`config.mk`:
```
export PLATFORM = sky130hd
export DESIGN_NAME = timer8_single_compare_pwm
export DESIGN_NICKNAME = d
export VERILOG_FILES = /design/src/design/timer8_single_compare_pwm.v
export VERILOG_INCLUDE_DIRS = /design/src /design/src/design
export SDC_FILE = /design/constraint.sdc
export NUM_CORES = 1
export LEC_CHECK = 0
export BUFFER_PORTS_ARGS = -buffer_cell sky130_fd_sc_hd__buf_2
export CELL_PAD_IN_SITES_DETAIL_PLACEMENT = 1
export CELL_PAD_IN_SITES_GLOBAL_PLACEMENT = 1
export CORE_ASPECT_RATIO = 0.8
export CORE_UTILIZATION = 42
export DETAILED_ROUTE_END_ITERATION = 10
export GPL_TIMING_DRIVEN = 0
export HOLD_SLACK_MARGIN = 0.02
export PLACE_DENSITY = 0.75
export SYNTH_ARGS = -nofsm -noshare
export SYNTH_HDL_FRONTEND = slang
export SYNTH_SLANG_ARGS = --single-unit
```
`constraint.sdc`:
```
create_clock -name ref_clk_i -period 2 [get_ports ref_clk_i]
set_input_delay 0.4 -clock ref_clk_i [delete_from_list [all_inputs] [get_ports ref_clk_i]]
set_output_delay 0.4 -clock ref_clk_i [all_outputs]
set_load 0.005 [all_outputs]
```
`src/design/timer8_defines.vh`:
```
`ifndef TIMER8_DEFINES_VH
`define TIMER8_DEFINES_VH

// register offsets
`define OFS_CONTROL 8'h00
`define OFS_COUNT 8'h01
`define OFS_COMPARE 8'h02
`define OFS_ASYNC 8'h03
`define OFS_FLAGS 8'h04
`define OFS_MASK 8'h05

// control register fields
`define CTL_CS_LSB 0
`define CTL_CS_MSB 2
`define CTL_WGM_LSB 3
`define CTL_WGM_MSB 4
`define CTL_COM_LSB 5
`define CTL_COM_MSB 6
`define CTL_FORCE_BIT 7

// async, flag and mask fields
`define ASYNC_SEL_BIT 0
`define FLAG_OVF_BIT 0
`define FLAG_CMP_BIT 1

// reset values
`define RST_CONTROL 8'h00
`define RST_COUNT 8'h00
`define RST_COMPARE 8'h00
`define RST_FLAGS 2'h0
`define RST_MASK 2'h0

// counter extremes
`define CNT_BOTTOM 8'h00
`define CNT_MAX 8'hff

// waveform modes
`define MODE_NORMAL 2'h0
`define MODE_PHASE 2'h1
`define MODE_CTC 2'h2
`define MODE_FAST 2'h3

// output actions
`define COM_NONE 2'h0
`define COM_TOGGLE 2'h1
`define COM_CLEAR 2'h2
`define COM_SET 2'h3

// prescaler masks: tick when masked bits of the prescaler are all ones
`define PRESC_MASK_1 10'h000
`define PRESC_MASK_8 10'h007
`define PRESC_MASK_32 10'h01f
`define PRESC_MASK_64 10'h03f
`define PRESC_MASK_128 10'h07f
`define PRESC_MASK_256 10'h0ff
`define PRESC_MASK_1024 10'h3ff

`endif

```
`src/design/timer8_single_compare_pwm.v`:
```
// Local design decisions: the plain strobed port and the register offsets.
`timescale 1ns/1ps
`default_nettype none
`include "timer8_defines.vh"

module timer8_single_compare_pwm (
    // clock and reset
    input wire ref_clk_i,
    input wire rst_n_i,
    // register port
    input wire [7:0] addr_i,
    input wire [7:0] wr_data_i,
    input wire wr_i,
    input wire rd_i,
    output reg [7:0] rd_data_o,
    // interrupt requests and service acknowledges
    output reg irq_overflow_o,
    output reg irq_compare_o,
    input wire ack_overflow_i,
    input wire ack_compare_i,
    // crystal oscillator pins
    input wire crystal_pin_in_i,
    output reg crystal_pin_out_o,
    // compare output pin
    output reg compare_output_o,
    output reg compare_output_oe_o
);

    // ************************************************************
    // registers
    // ************************************************************
    reg [7:0] control_q;
    reg async_sel_q;
    reg [1:0] mask_q;
    reg [1:0] flag_q;
    reg [1:0] flag_d;
    reg [7:0] count_q;
    reg [7:0] count_d;
    reg [7:0] cmp_active_q;
    reg [7:0] cmp_active_d;
    reg [7:0] cmp_buf_q;
    reg down_q;
    reg down_d;
    reg block_q;
    reg oc_q;
    reg oc_d;
    reg [9:0] presc_q;
    reg xtal_meta_q;
    reg xtal_sync_q;
    reg xtal_prev_q;

    wire [2:0] clock_source_sel;
    wire [1:0] waveform_mode_sel;
    wire [1:0] compare_output_action;
    wire pwm_mode;
    wire wr_control;
    wire wr_count;
    wire wr_compare;
    wire wr_flags;
    wire force_strobe;
    wire base_tick;
    reg [9:0] presc_mask;
    wire timer_tick;
    wire match;
    wire match_hit;
    wire at_max;
    wire at_bottom;

    assign clock_source_sel = control_q[`CTL_CS_MSB:`CTL_CS_LSB];
    assign waveform_mode_sel = control_q[`CTL_WGM_MSB:`CTL_WGM_LSB];
    assign compare_output_action = control_q[`CTL_COM_MSB:`CTL_COM_LSB];
    assign pwm_mode = (waveform_mode_sel == `MODE_PHASE) || (waveform_mode_sel == `MODE_FAST);

    assign wr_control = wr_i && (addr_i == `OFS_CONTROL);
    assign wr_count = wr_i && (addr_i == `OFS_COUNT);
    assign wr_compare = wr_i && (addr_i == `OFS_COMPARE);
    assign wr_flags = wr_i && (addr_i == `OFS_FLAGS);
    assign force_strobe = wr_control && wr_data_i[`CTL_FORCE_BIT] && !pwm_mode;

    // ************************************************************
    // crystal oscillator and tick source
    // ************************************************************
    // the crystal pin is asynchronous: two flops before any use
    always @(posedge ref_clk_i or negedge rst_n_i) begin
        if (!rst_n_i) begin
            xtal_meta_q <= 1'b0;
            xtal_sync_q <= 1'b0;
            xtal_prev_q <= 1'b0;
            crystal_pin_out_o <= 1'b1;
        end else begin
            xtal_meta_q <= crystal_pin_in_i;
            xtal_sync_q <= xtal_meta_q;
            xtal_prev_q <= xtal_sync_q;
            // inverting stage keeps the external crystal loop running
            crystal_pin_out_o <= ~xtal_sync_q;
        end
    end

    // io clock by default, crystal when selected
    assign base_tick = async_sel_q ? (xtal_sync_q && !xtal_prev_q) : 1'b1;

    always @* begin
        case (clock_source_sel)
            3'h2: presc_mask = `PRESC_MASK_8;
            3'h3: presc_mask = `PRESC_MASK_32;
            3'h4: presc_mask = `PRESC_MASK_64;
            3'h5: presc_mask = `PRESC_MASK_128;
            3'h6: presc_mask = `PRESC_MASK_256;
            3'h7: presc_mask = `PRESC_MASK_1024;
            default: presc_mask = `PRESC_MASK_1;
        endcase
    end

    // no source selected stops the counter
    assign timer_tick = (clock_source_sel != 3'h0) && base_tick && ((presc_q & presc_mask) == presc_mask);

    always @(posedge ref_clk_i or negedge rst_n_i) begin
        if (!rst_n_i) begin
            presc_q <= 10'h000;
        end else if (base_tick) begin
            presc_q <= presc_q + 10'h001;
        end
    end

    // ************************************************************
    // comparator
    // ************************************************************
    // 8-bit equality compare
    assign match = (count_q == cmp_active_q);
    assign match_hit = match && !block_q;
    assign at_max = (count_q == `CNT_MAX);
    assign at_bottom = (count_q == `CNT_BOTTOM);

    // ************************************************************
    // counter unit
    // ************************************************************
    always @* begin
        count_d = count_q;
        down_d = down_q;
        if (waveform_mode_sel != `MODE_PHASE) begin
            down_d = 1'b0;
        end
        if (timer_tick) begin
            case (waveform_mode_sel)
                `MODE_CTC: begin
                    if (match) begin
                        count_d = `CNT_BOTTOM;
                    end else begin
                        count_d = count_q + 8'h01;
                    end
                end
                `MODE_PHASE: begin
                    // dual slope between bottom and max
                    if (!down_q) begin
                        if (at_max) begin
                            down_d = 1'b1;
                            count_d = count_q - 8'h01;
                        end else begin
                            count_d = count_q + 8'h01;
                        end
                    end else begin
                        if (at_bottom) begin
                            down_d = 1'b0;
                            count_d = count_q + 8'h01;
                        end else begin
                            count_d = count_q - 8'h01;
                        end
                    end
                end
                default: begin
                    // normal wraps, fast PWM single slope
                    count_d = count_q + 8'h01;
                end
            endcase
        end
        if (wr_count) begin
            count_d = wr_data_i;
        end
    end

    always @(posedge ref_clk_i or negedge rst_n_i) begin
        if (!rst_n_i) begin
            count_q <= `RST_COUNT;
            down_q <= 1'b0;
            block_q <= 1'b0;
        end else begin
            count_q <= count_d;
            down_q <= down_d;
            // block lasts until the next tick, stopped or not
            if (wr_count) begin
                block_q <= 1'b1;
            end else if (timer_tick) begin
                block_q <= 1'b0;
            end
        end
    end

    // ************************************************************
    // compare register and buffer
    // ************************************************************
    always @* begin
        cmp_active_d = cmp_active_q;
        // load at max: bottom of fast PWM, top of phase correct
        if (pwm_mode && timer_tick && at_max) begin
            cmp_active_d = cmp_buf_q;
        end
        if (wr_compare && !pwm_mode) begin
            cmp_active_d = wr_data_i;
        end
    end

    always @(posedge ref_clk_i or negedge rst_n_i) begin
        if (!rst_n_i) begin
            cmp_active_q <= `RST_COMPARE;
            cmp_buf_q <= `RST_COMPARE;
        end else begin
            cmp_active_q <= cmp_active_d;
            // buffer always follows writes; reads show the buffer in PWM modes, the active value otherwise
            if (wr_compare) begin
                cmp_buf_q <= wr_data_i;
            end
        end
    end

    // ************************************************************
    // waveform generator
    // ************************************************************
    always @* begin
        // state held unless an action applies
        oc_d = oc_q;
        case (waveform_mode_sel)
            `MODE_FAST: begin
                // clear/set actions only; bit 0 inverts, match beats wrap
                if (timer_tick && (match_hit || at_max) && compare_output_action[1]) begin
                    oc_d = !match_hit ^ compare_output_action[0];
                end
            end
            `MODE_PHASE: begin
                // up-count match clears, down-count match sets; bit 0 inverts
                if (timer_tick && match_hit && compare_output_action[1]) begin
                    oc_d = down_q ^ compare_output_action[0];
                end
            end
            default: begin
                // forced match acts like a real one
                if ((timer_tick && match_hit) || force_strobe) begin
                    case (force_strobe ? wr_data_i[`CTL_COM_MSB:`CTL_COM_LSB] : compare_output_action)
                        `COM_TOGGLE: oc_d = !oc_q;
                        `COM_CLEAR: oc_d = 1'b0;
                        `COM_SET: oc_d = 1'b1;
                        default: oc_d = oc_q;
                    endcase
                end
            end
        endcase
    end

    always @(posedge ref_clk_i or negedge rst_n_i) begin
        if (!rst_n_i) begin
            oc_q <= 1'b0;
            compare_output_o <= 1'b0;
            compare_output_oe_o <= 1'b0;
        end else begin
            oc_q <= oc_d;
            compare_output_o <= oc_d;
            // pin overridden whenever any action bit is set
            compare_output_oe_o <= (compare_output_action != `COM_NONE);
        end
    end

    // ************************************************************
    // flags and interrupts
    // ************************************************************
    always @* begin
        flag_d = flag_q;
        // clears first so that a same-cycle set wins
        if (wr_flags) begin
            flag_d = flag_q & ~wr_data_i[1:0];
        end
        if (ack_overflow_i) begin
            flag_d[`FLAG_OVF_BIT] = 1'b0;
        end
        if (ack_compare_i) begin
            flag_d[`FLAG_CMP_BIT] = 1'b0;
        end
        // set on the tick after match; force never sets it
        if (timer_tick && match_hit) begin
            flag_d[`FLAG_CMP_BIT] = 1'b1;
        end
        if (timer_tick) begin
            if (waveform_mode_sel == `MODE_PHASE) begin
                if (at_bottom && down_q) begin
                    flag_d[`FLAG_OVF_BIT] = 1'b1;
                end
            end else if (at_max && !(waveform_mode_sel == `MODE_CTC && match)) begin
                // set as the count becomes zero
                flag_d[`FLAG_OVF_BIT] = 1'b1;
            end
        end
    end

    always @(posedge ref_clk_i or negedge rst_n_i) begin
        if (!rst_n_i) begin
            flag_q <= `RST_FLAGS;
            irq_overflow_o <= 1'b0;
            irq_compare_o <= 1'b0;
        end else begin
            flag_q <= flag_d;
            // each request gated by its mask bit
            irq_overflow_o <= flag_d[`FLAG_OVF_BIT] && mask_q[`FLAG_OVF_BIT];
            irq_compare_o <= flag_d[`FLAG_CMP_BIT] && mask_q[`FLAG_CMP_BIT];
        end
    end

    // ************************************************************
    // register port
    // ************************************************************
    always @(posedge ref_clk_i or negedge rst_n_i) begin
        if (!rst_n_i) begin
            control_q <= `RST_CONTROL;
            async_sel_q <= 1'b0;
            mask_q <= `RST_MASK;
        end else begin
            if (wr_control) begin
                // the force bit is a strobe and is never stored
                control_q <= {1'b0, wr_data_i[6:0]};
            end
            if (wr_i && addr_i == `OFS_ASYNC) begin
                async_sel_q <= wr_data_i[`ASYNC_SEL_BIT];
            end
            if (wr_i && addr_i == `OFS_MASK) begin
                mask_q <= wr_data_i[1:0];
            end
        end
    end

    always @(posedge ref_clk_i or negedge rst_n_i) begin
        if (!rst_n_i) begin
            rd_data_o <= 8'h00;
        end else if (rd_i) begin
            case (addr_i)
                `OFS_CONTROL: rd_data_o <= control_q;
                `OFS_COUNT: rd_data_o <= count_q;
                `OFS_COMPARE: rd_data_o <= pwm_mode ? cmp_buf_q : cmp_active_q;
                `OFS_ASYNC: rd_data_o <= {7'h00, async_sel_q};
                `OFS_FLAGS: rd_data_o <= {6'h00, flag_q};
                `OFS_MASK: rd_data_o <= {6'h00, mask_q};
                default: rd_data_o <= 8'h00;
            endcase
        end else begin
            rd_data_o <= 8'h00;
        end
    end
endmodule // timer8_single_compare_pwm

`default_nettype wire

```
==> results.sh, run 1 <==
export IMPL_run_status="finished, violations left"
export IMPL_failed_checks="setup timing"
export IMPL_antenna_violating_nets_post_route=0
export IMPL_setup_reg_to_reg_worst_slack_ps=-180
export IMPL_synth_top_cell_area_share_pct=42.76
export IMPL_finalSetupViolations=12
export IMPL_synth_enable_flop_cells=0
export IMPL_io_buffers=34
export IMPL_route_detailed_wl_per_inst_um=23.24
export IMPL_synth_distinct_cells=62
export IMPL_worst_clock_skew_ps=5.397
export IMPL_synthesis_instances=365
export IMPL_synthesized_area_fraction_occupied_by_ao_oa_aoi_and_oai_cells_pct=13.84
export IMPL_yosysSeqAreaShare_pct=43.47
export IMPL_die_width_um=106.8
export IMPL_nFillCells=944
export IMPL_startpoint_type="flop"
export IMPL_numCtsBuffers=9
export IMPL_grt_use_total_pct=28.80
export IMPL_globalRouteOverflowTotal=0
export IMPL_drt_pre_antenna_iters=4
export IMPL_fp_coreArea_um2=8483
export IMPL_main_area_contributors_after_synthesis="sky130_fd_sc_hd__dfrtp_1 43%, sky130_fd_sc_hd__mux2_2 5.2%, sky130_fd_sc_hd__nand2_1 4.5%"
export IMPL_worstReg2RegStart="count_q[0]$_DFFE_PN0P_"
export IMPL_drt_total_wl_mm=12.88
export IMPL_yosys_register_bits=64
export IMPL_gp_congestion=0.8094
export IMPL_final_hold_violation_count=0
export IMPL_post_synth_xor_area_fraction_pct=6.854
export IMPL_clk_pin_slew_worst_paths_ps=80
export IMPL_synthMuxAreaShare_pct=8.483
export IMPL_peakVddDrop_uv=373.9
export IMPL_insertion_delay_ps=350
export IMPL_synthMostInstantiatedCell="sky130_fd_sc_hd__dfrtp_1"
export IMPL_max_clock_freq_ghz=0.4592
export IMPL_final_period_utilization_pct=108.9
export IMPL_postLayoutCellArea_um2=4798
export IMPL_ff2ff_path_depth=8
export IMPL_die_height_um=85.81
export IMPL_syn_area_um2=3687
export IMPL_timing_max_cap_violations=0
export IMPL_synth_warning_count=0
export IMPL_cts_hold_buf=0
export IMPL_required_ps=2240
export IMPL_initial_core_util_pct=43.47
export IMPL_syn_num_nets=395
export IMPL_std_cell_rows=30
export IMPL_timing_rr_end="count_q[1]$_DFFE_PN0P_"
export IMPL_final_min_clock_period_ps=2178
export IMPL_max_clock_path_buffers=2
export IMPL_cellPowerDensity_nw_per_um2=980.5
export IMPL_initialDrtViolationCount=194
export IMPL_worst_setup_path_end_kind="flop"
export IMPL_timing_hold_worst_class="in2async"
export IMPL_clock_tree_htree_level_count=3
export IMPL_fp_dieArea_um2=9160
export IMPL_final_util_pct=56.56
export IMPL_report_final_slew_viol_count=0
export IMPL_grt_pass1_wl_mm=19.36
export IMPL_area_fraction_in_and_or_nand_and_nor_cells_after_synthesis_pct=21.48
export IMPL_viasPerCell=6.025
export IMPL_post_place_ws_ps=-609.6
export IMPL_grt_setup_unrepaired="true"
export IMPL_synth_avg_cell_area_um2=10.10
export IMPL_cts_tree="done"
export IMPL_netlist_top_cells_count="63 x sky130_fd_sc_hd__dfrtp_1, 44 x sky130_fd_sc_hd__nand2_1, 24 x sky130_fd_sc_hd__nor2_1, 17 x sky130_fd_sc_hd__mux2_2, 17 x sky130_fd_sc_hd__nor3_1"
export IMPL_dp_hpwl_mm=7.867
export IMPL_maxSlewHeadroom_pct=45.30
export IMPL_dpl_cell_area_um2=4024
export IMPL_leakagePower_nw=2.027
export IMPL_drc=0
export IMPL_synth_top_family_by_area="simple AND/OR/NAND/NOR gates"
export IMPL_yosys_area_top_type="sky130_fd_sc_hd__dfrtp_1"
export IMPL_critical_path_peak_fanout=5
export IMPL_ys_flop_type="sky130_fd_sc_hd__dfrtp_1"
export IMPL_adder_cell_share_of_the_synthesized_area_pct=2.375
export IMPL_clock_tree_root_cell="sky130_fd_sc_hd__clkbuf_8"
export IMPL_grt_max_degree=65
export IMPL_grt_pass1_vias=3364
export IMPL_num_vias=3338
export IMPL_post_route_worst_setup_slack_ps=-177.8
export IMPL_worst_pin_slew_ps=820.5
export IMPL_antennaDiodeCount=0
export IMPL_area_growth_from_synthesis_to_final_layout_pct=30.13
export IMPL_number_of_nets_in_the_layout=467
export IMPL_synth_async_sr_flop_share_pct=100.0
export IMPL_critical_path_arrival_ps=2420
export IMPL_path_class="reg2reg"
export IMPL_initial_antenna_violation_count=0
export IMPL_floorplan_io_pins=36
export IMPL_drive_above_1_share_pct=39.82
export IMPL_clock_sinks=64
==> stage by stage <==
| stage | std cells | power [mW] | hold slack (ps) | TNS [ps] |
|---|---|---|---|---|
| finish | 554 | 4.705 | 138.0 | -1445 |
| global route | 554 | 4.916 | 133.2 | -2291 |
| CTS | 548 | 4.456 | 139.5 | -753.2 |
| detailed placement | 511 | 2.958 | 342.6 | -14620 |
| global placement | 511 | 2.893 | 334.0 | -11160 |
| floorplan | 365 | 2.603 | 104.4 | -154.5 |
==> power by group <==
part / total [mW] / leakage [nW] / internal [mW] / switching, mW
Sequential: 1.71 / 0.800 / 1.49 / 0.219
Clock: 1.26 / 0.101 / 0.701 / 0.563
Combinational: 1.73 / 1.13 / 0.779 / 0.953
==> worst max-delay path: stages (launching register included) <==
cell	delay, ps
sky130_fd_sc_hd__dfrtp_1	430
sky130_fd_sc_hd__buf_6	150
sky130_fd_sc_hd__xor2_1	190
sky130_fd_sc_hd__nor4_4	350
sky130_fd_sc_hd__nand2_4	110
sky130_fd_sc_hd__a221oi_4	320
sky130_fd_sc_hd__buf_4	160
sky130_fd_sc_hd__mux2i_1	60
sky130_fd_sc_hd__a221o_1	290
==> registers in the layout (all words and copies together), names as in the netlist <==
name and cells:
presc_q 10, cmp_active_q 8, cmp_buf_q 8, count_q 8
rd_data_o 8, control_q 7, flag_q 2, mask_q 2
async_sel_q 1, block_q 1, compare_output_oe_o 1, crystal_pin_out_o 1
down_q 1, irq_compare_o 1, irq_overflow_o 1, oc_q 1
xtal_meta_q 1, xtal_prev_q 1, xtal_sync_q 1
==> area by class of cell <==
cell class	instances	area [um^2]	area share, %
Tap cell	112	140.1	2.920
Timing Repair Buffer	62	405.4	8.449
Sequential cell	64	1609	33.53
Inverter	12	45.04	0.9387
Multi-Input combinational cell	275	2251	46.91
Buffer	13	127.6	2.660
Clock buffer	9	123.9	2.581
Clock inverter	7	96.34	2.008
==> kinds of logic (layout without fill, tap and decap cells) <==
logic type | Yosys count | count (layout)
xor+xnor | 28 | 28
fa+ha+maj | 7 | 7
mux | 29 | 29
flops | 64 | 64
simple gates | 142 | 142
buf+inv | 26 | 103
compound gates | 69 | 69
==> what timing repair did <==
item	4_1_cts	5_1_grt
endpoints found under the setup margin	30	33
pin swaps	13	13
resized for setup	44	40
setup buffers	22	6
==> cells in the final DEF, fill, tap and decap left out, drive strengths merged, types with 3 or more instances in the layout <==
master	instances
ha	7
xor2	16
o21ai	20
inv	12
or3	4
dfrtp	63
clkbuf	13
mux2i	11
nor3	20
or2	5
nand3	13
nor2	25
a21oi	12
nand4	5
o31ai	3
nand2b	3
mux2	18
nand2	45
clkinvlp	3
o221a	5
buf	71
and3	5
a221oi	8
nor4	6
xnor2	12
==> worst max-delay path by stage <==
stage | start | to | slack (ps) | depth (start not counted)
after global placement | addr_i[5] | count_q[3]$_DFFE_PN0P_ | -560 | 7
after floorplan | count_q[2]$_DFFE_PN0P_ | count_q[1]$_DFFE_PN0P_ | -60 | 7
after global routing | count_q[0]$_DFFE_PN0P_ | count_q[1]$_DFFE_PN0P_ | -260 | 8
final | count_q[0]$_DFFE_PN0P_ | count_q[1]$_DFFE_PN0P_ | -180 | 8
after CTS | count_q[1]$_DFFE_PN0P_ | count_q[1]$_DFFE_PN0P_ | -140 | 8
after detailed placement | addr_i[0] | cmp_active_q[3]$_DFFE_PN0P_ | -610 | 7
==> metal layers <==
metal  track usage (%)  share of wire [%]  wire length, um  up-vias
met5                 0                  0                0        -
met4             13.70                4.0              513        0
met3             4.787                5.9              756       48
met2             45.98                 48             6148      143
met1             38.30                 42             5459     1686
li1                  -                  -                -     1461
No activity file was read; power rests on OpenSTA's default activity.
==> run 2: changes to the inputs <==
--- a/config.mk
+++ b/config.mk
@@ -15,6 +15,7 @@
 export GPL_TIMING_DRIVEN = 0
 export HOLD_SLACK_MARGIN = 0.02
 export PLACE_DENSITY = 0.75
+export SKIP_CTS_REPAIR_TIMING = 1
 export SYNTH_ARGS = -nofsm -noshare
 export SYNTH_HDL_FRONTEND = slang
 export SYNTH_SLANG_ARGS = --single-unit
==> run 2 against run 1 <==
  * The flow still finishes with violations (setup timing)
  * Clock skew up 1.0 ps
  * Final area fell by 0.18%
  * Hold slack lost 9.7 ps
  * Wire length shrank 1.1%
  * Cell count decreased by 0.36%
  * Power fell by 1.6%
  * Register-to-register slack lost 100 ps
  * Largest cell class unchanged
  * Largest power group is now sequential cells
==> results.sh, run 2 (synthesis results as in run 1) <==
export IMPL_run_status="finished, violations left"
export IMPL_failed_checks="setup timing"
export IMPL_final_hold_violation_count=0
export IMPL_required_ps=2240
export IMPL_fp_dieArea_um2=9160
export IMPL_fp_coreArea_um2=8483
export IMPL_timing_max_cap_violations=0
export IMPL_worst_clock_skew_ps=6.408
export IMPL_route_detailed_wl_per_inst_um=23.07
export IMPL_initial_core_util_pct=43.47
export IMPL_post_route_worst_setup_slack_ps=-282.6
export IMPL_largest_reg_flops=10
export IMPL_numCtsBuffers=9
export IMPL_clk_pin_slew_worst_paths_ps=80
export IMPL_grt_pass1_vias=3177
export IMPL_critical_path_peak_fanout=9
export IMPL_viasPerCell=6.047
export IMPL_startpoint_type="flop"
export IMPL_peakVddDrop_uv=463.3
export IMPL_top_library_cells_by_usage_in_the_layout_fill_and_taps_aside="59 x sky130_fd_sc_hd__dfrtp_1, 41 x sky130_fd_sc_hd__nand2_1, 35 x sky130_fd_sc_hd__buf_2"
export IMPL_critical_path_slowest_cell="sky130_fd_sc_hd__a221oi_4"
export IMPL_final_min_clock_period_ps=2283
export IMPL_critical_path_arrival_ps=2520
export IMPL_maxSlewHeadroom_pct=44.99
export IMPL_io_buffers=34
export IMPL_grt_setup_unrepaired="true"
export IMPL_floorplan_io_pins=36
export IMPL_std_cell_rows=30
export IMPL_gp_congestion=0.8094
export IMPL_place_inst=511
export IMPL_die_width_um=106.8
export IMPL_drt_pre_antenna_iters=4
export IMPL_dpl_cell_area_um2=4024
export IMPL_crit_path_max_incr_delay_ps=420
export IMPL_setup_reg_to_reg_worst_slack_ps=-280
export IMPL_post_place_ws_ps=-609.6
export IMPL_leakagePower_nw=2.035
export IMPL_grt_pass1_wl_mm=17.60
export IMPL_grt_use_total_pct=26.00
export IMPL_die_height_um=85.81
export IMPL_fin_worst_hold_slack_ps=128.3
export IMPL_fin_tns_setup_ps=-3410
export IMPL_finalNonFillerCells=552
export IMPL_drc=0
export IMPL_cellPowerDensity_nw_per_um2=967.1
export IMPL_clock_tree_root_cell="sky130_fd_sc_hd__clkbuf_8"
export IMPL_tot_pwr_mw=4.632
export IMPL_max_clock_path_buffers=2
export IMPL_initial_antenna_violation_count=0
export IMPL_final_util_pct=56.46
export IMPL_num_vias=3338
export IMPL_antenna_violating_nets_post_route=0
export IMPL_worst_pin_slew_ps=825.1
export IMPL_grt_max_degree=65
export IMPL_drt_total_wl_mm=12.74
export IMPL_globalRouteOverflowTotal=0
export IMPL_area_growth_from_synthesis_to_final_layout_pct=29.89
export IMPL_number_of_nets_in_the_layout=465
export IMPL_max_clock_freq_ghz=0.4381
export IMPL_report_final_slew_viol_count=0
export IMPL_clock_tree_htree_level_count=3
export IMPL_final_period_utilization_pct=114.1
export IMPL_registers_top_by_ff_count="presc_q"
export IMPL_layout_commonest_cell="sky130_fd_sc_hd__dfrtp_1"
export IMPL_drive_above_1_share_pct=39.09
export IMPL_finalSetupViolations=27
export IMPL_clock_sinks=64
export IMPL_cts_tree="done"
export IMPL_crit_chain="buf_4 > xor2_1 > nor4_4 > nand2_4 > a221oi_4 > mux2i_1 > a221o_1"
export IMPL_antennaDiodeCount=0
export IMPL_insertion_delay_ps=360
export IMPL_initialDrtViolationCount=204
export IMPL_dp_hpwl_mm=7.867
export IMPL_timing_hold_worst_class="in2async"
export IMPL_postLayoutCellArea_um2=4790
export IMPL_worst_setup_path_end_kind="flop"
export IMPL_path_class="reg2reg"
## run 2: cell type report
type,instances,area (um^2)
plain buffers,13,112.6
clock buffers,9,123.9
clock inverters,7,96.34
fillers,959,3694
inverters,12,47.55
multi-input cells,275,2243
flip-flops and latches,64,1608
well taps,112,140.1
repair buffers,60,417.9
## run 2: worst paths after layout
kind                                   startpoint                       end  depth (start not counted)
max                        count_q[3]$_DFFE_PN0P_    count_q[1]$_DFFE_PN0P_                          7
max in group asynchronous                 rst_n_i  control_q[3]$_DFFE_PN0P_                          1
min in group ref_clk_i           crystal_pin_in_i     xtal_meta_q$_DFF_PN0_                          1
min reg2reg                 xtal_meta_q$_DFF_PN0_     xtal_sync_q$_DFF_PN0_                          0
max reg2reg                count_q[3]$_DFFE_PN0P_    count_q[1]$_DFFE_PN0P_                          7
min                                       rst_n_i  irq_overflow_o$_DFF_PN0_                          1
## run 2: per-layer routing
metal / track usage, % / share of wire (%) / vias up / routed length, um
met3: 5.851 / 6.4 / 49 / 815
met1: 35.13 / 42 / 1703 / 5318
met4: 9.963 / 4.9 / 0 / 630
met5: 0 / 0 / - / 0
li1: - / - / 1457 / -
met2: 40.76 / 47 / 129 / 5971
## run 2: power breakdown
| group | internal [mW] | total [mW] | switching, mW |
|---|---|---|---|
| sequential | 1.49 | 1.71 | 0.219 |
| clock | 0.701 | 1.27 | 0.571 |
| combinational | 0.732 | 1.65 | 0.920 |
## run 2: worst max-delay path, delay by kind of cell, from the launching register on
| kind | cells | cell delay (ps) |
|---|---|---|
| compound gates | 2 | 730 |
| xor+xnor | 1 | 210 |
| flops | 1 | 380 |
| mux | 1 | 140 |
| simple gates | 2 | 520 |
| buf+inv | 1 | 180 |
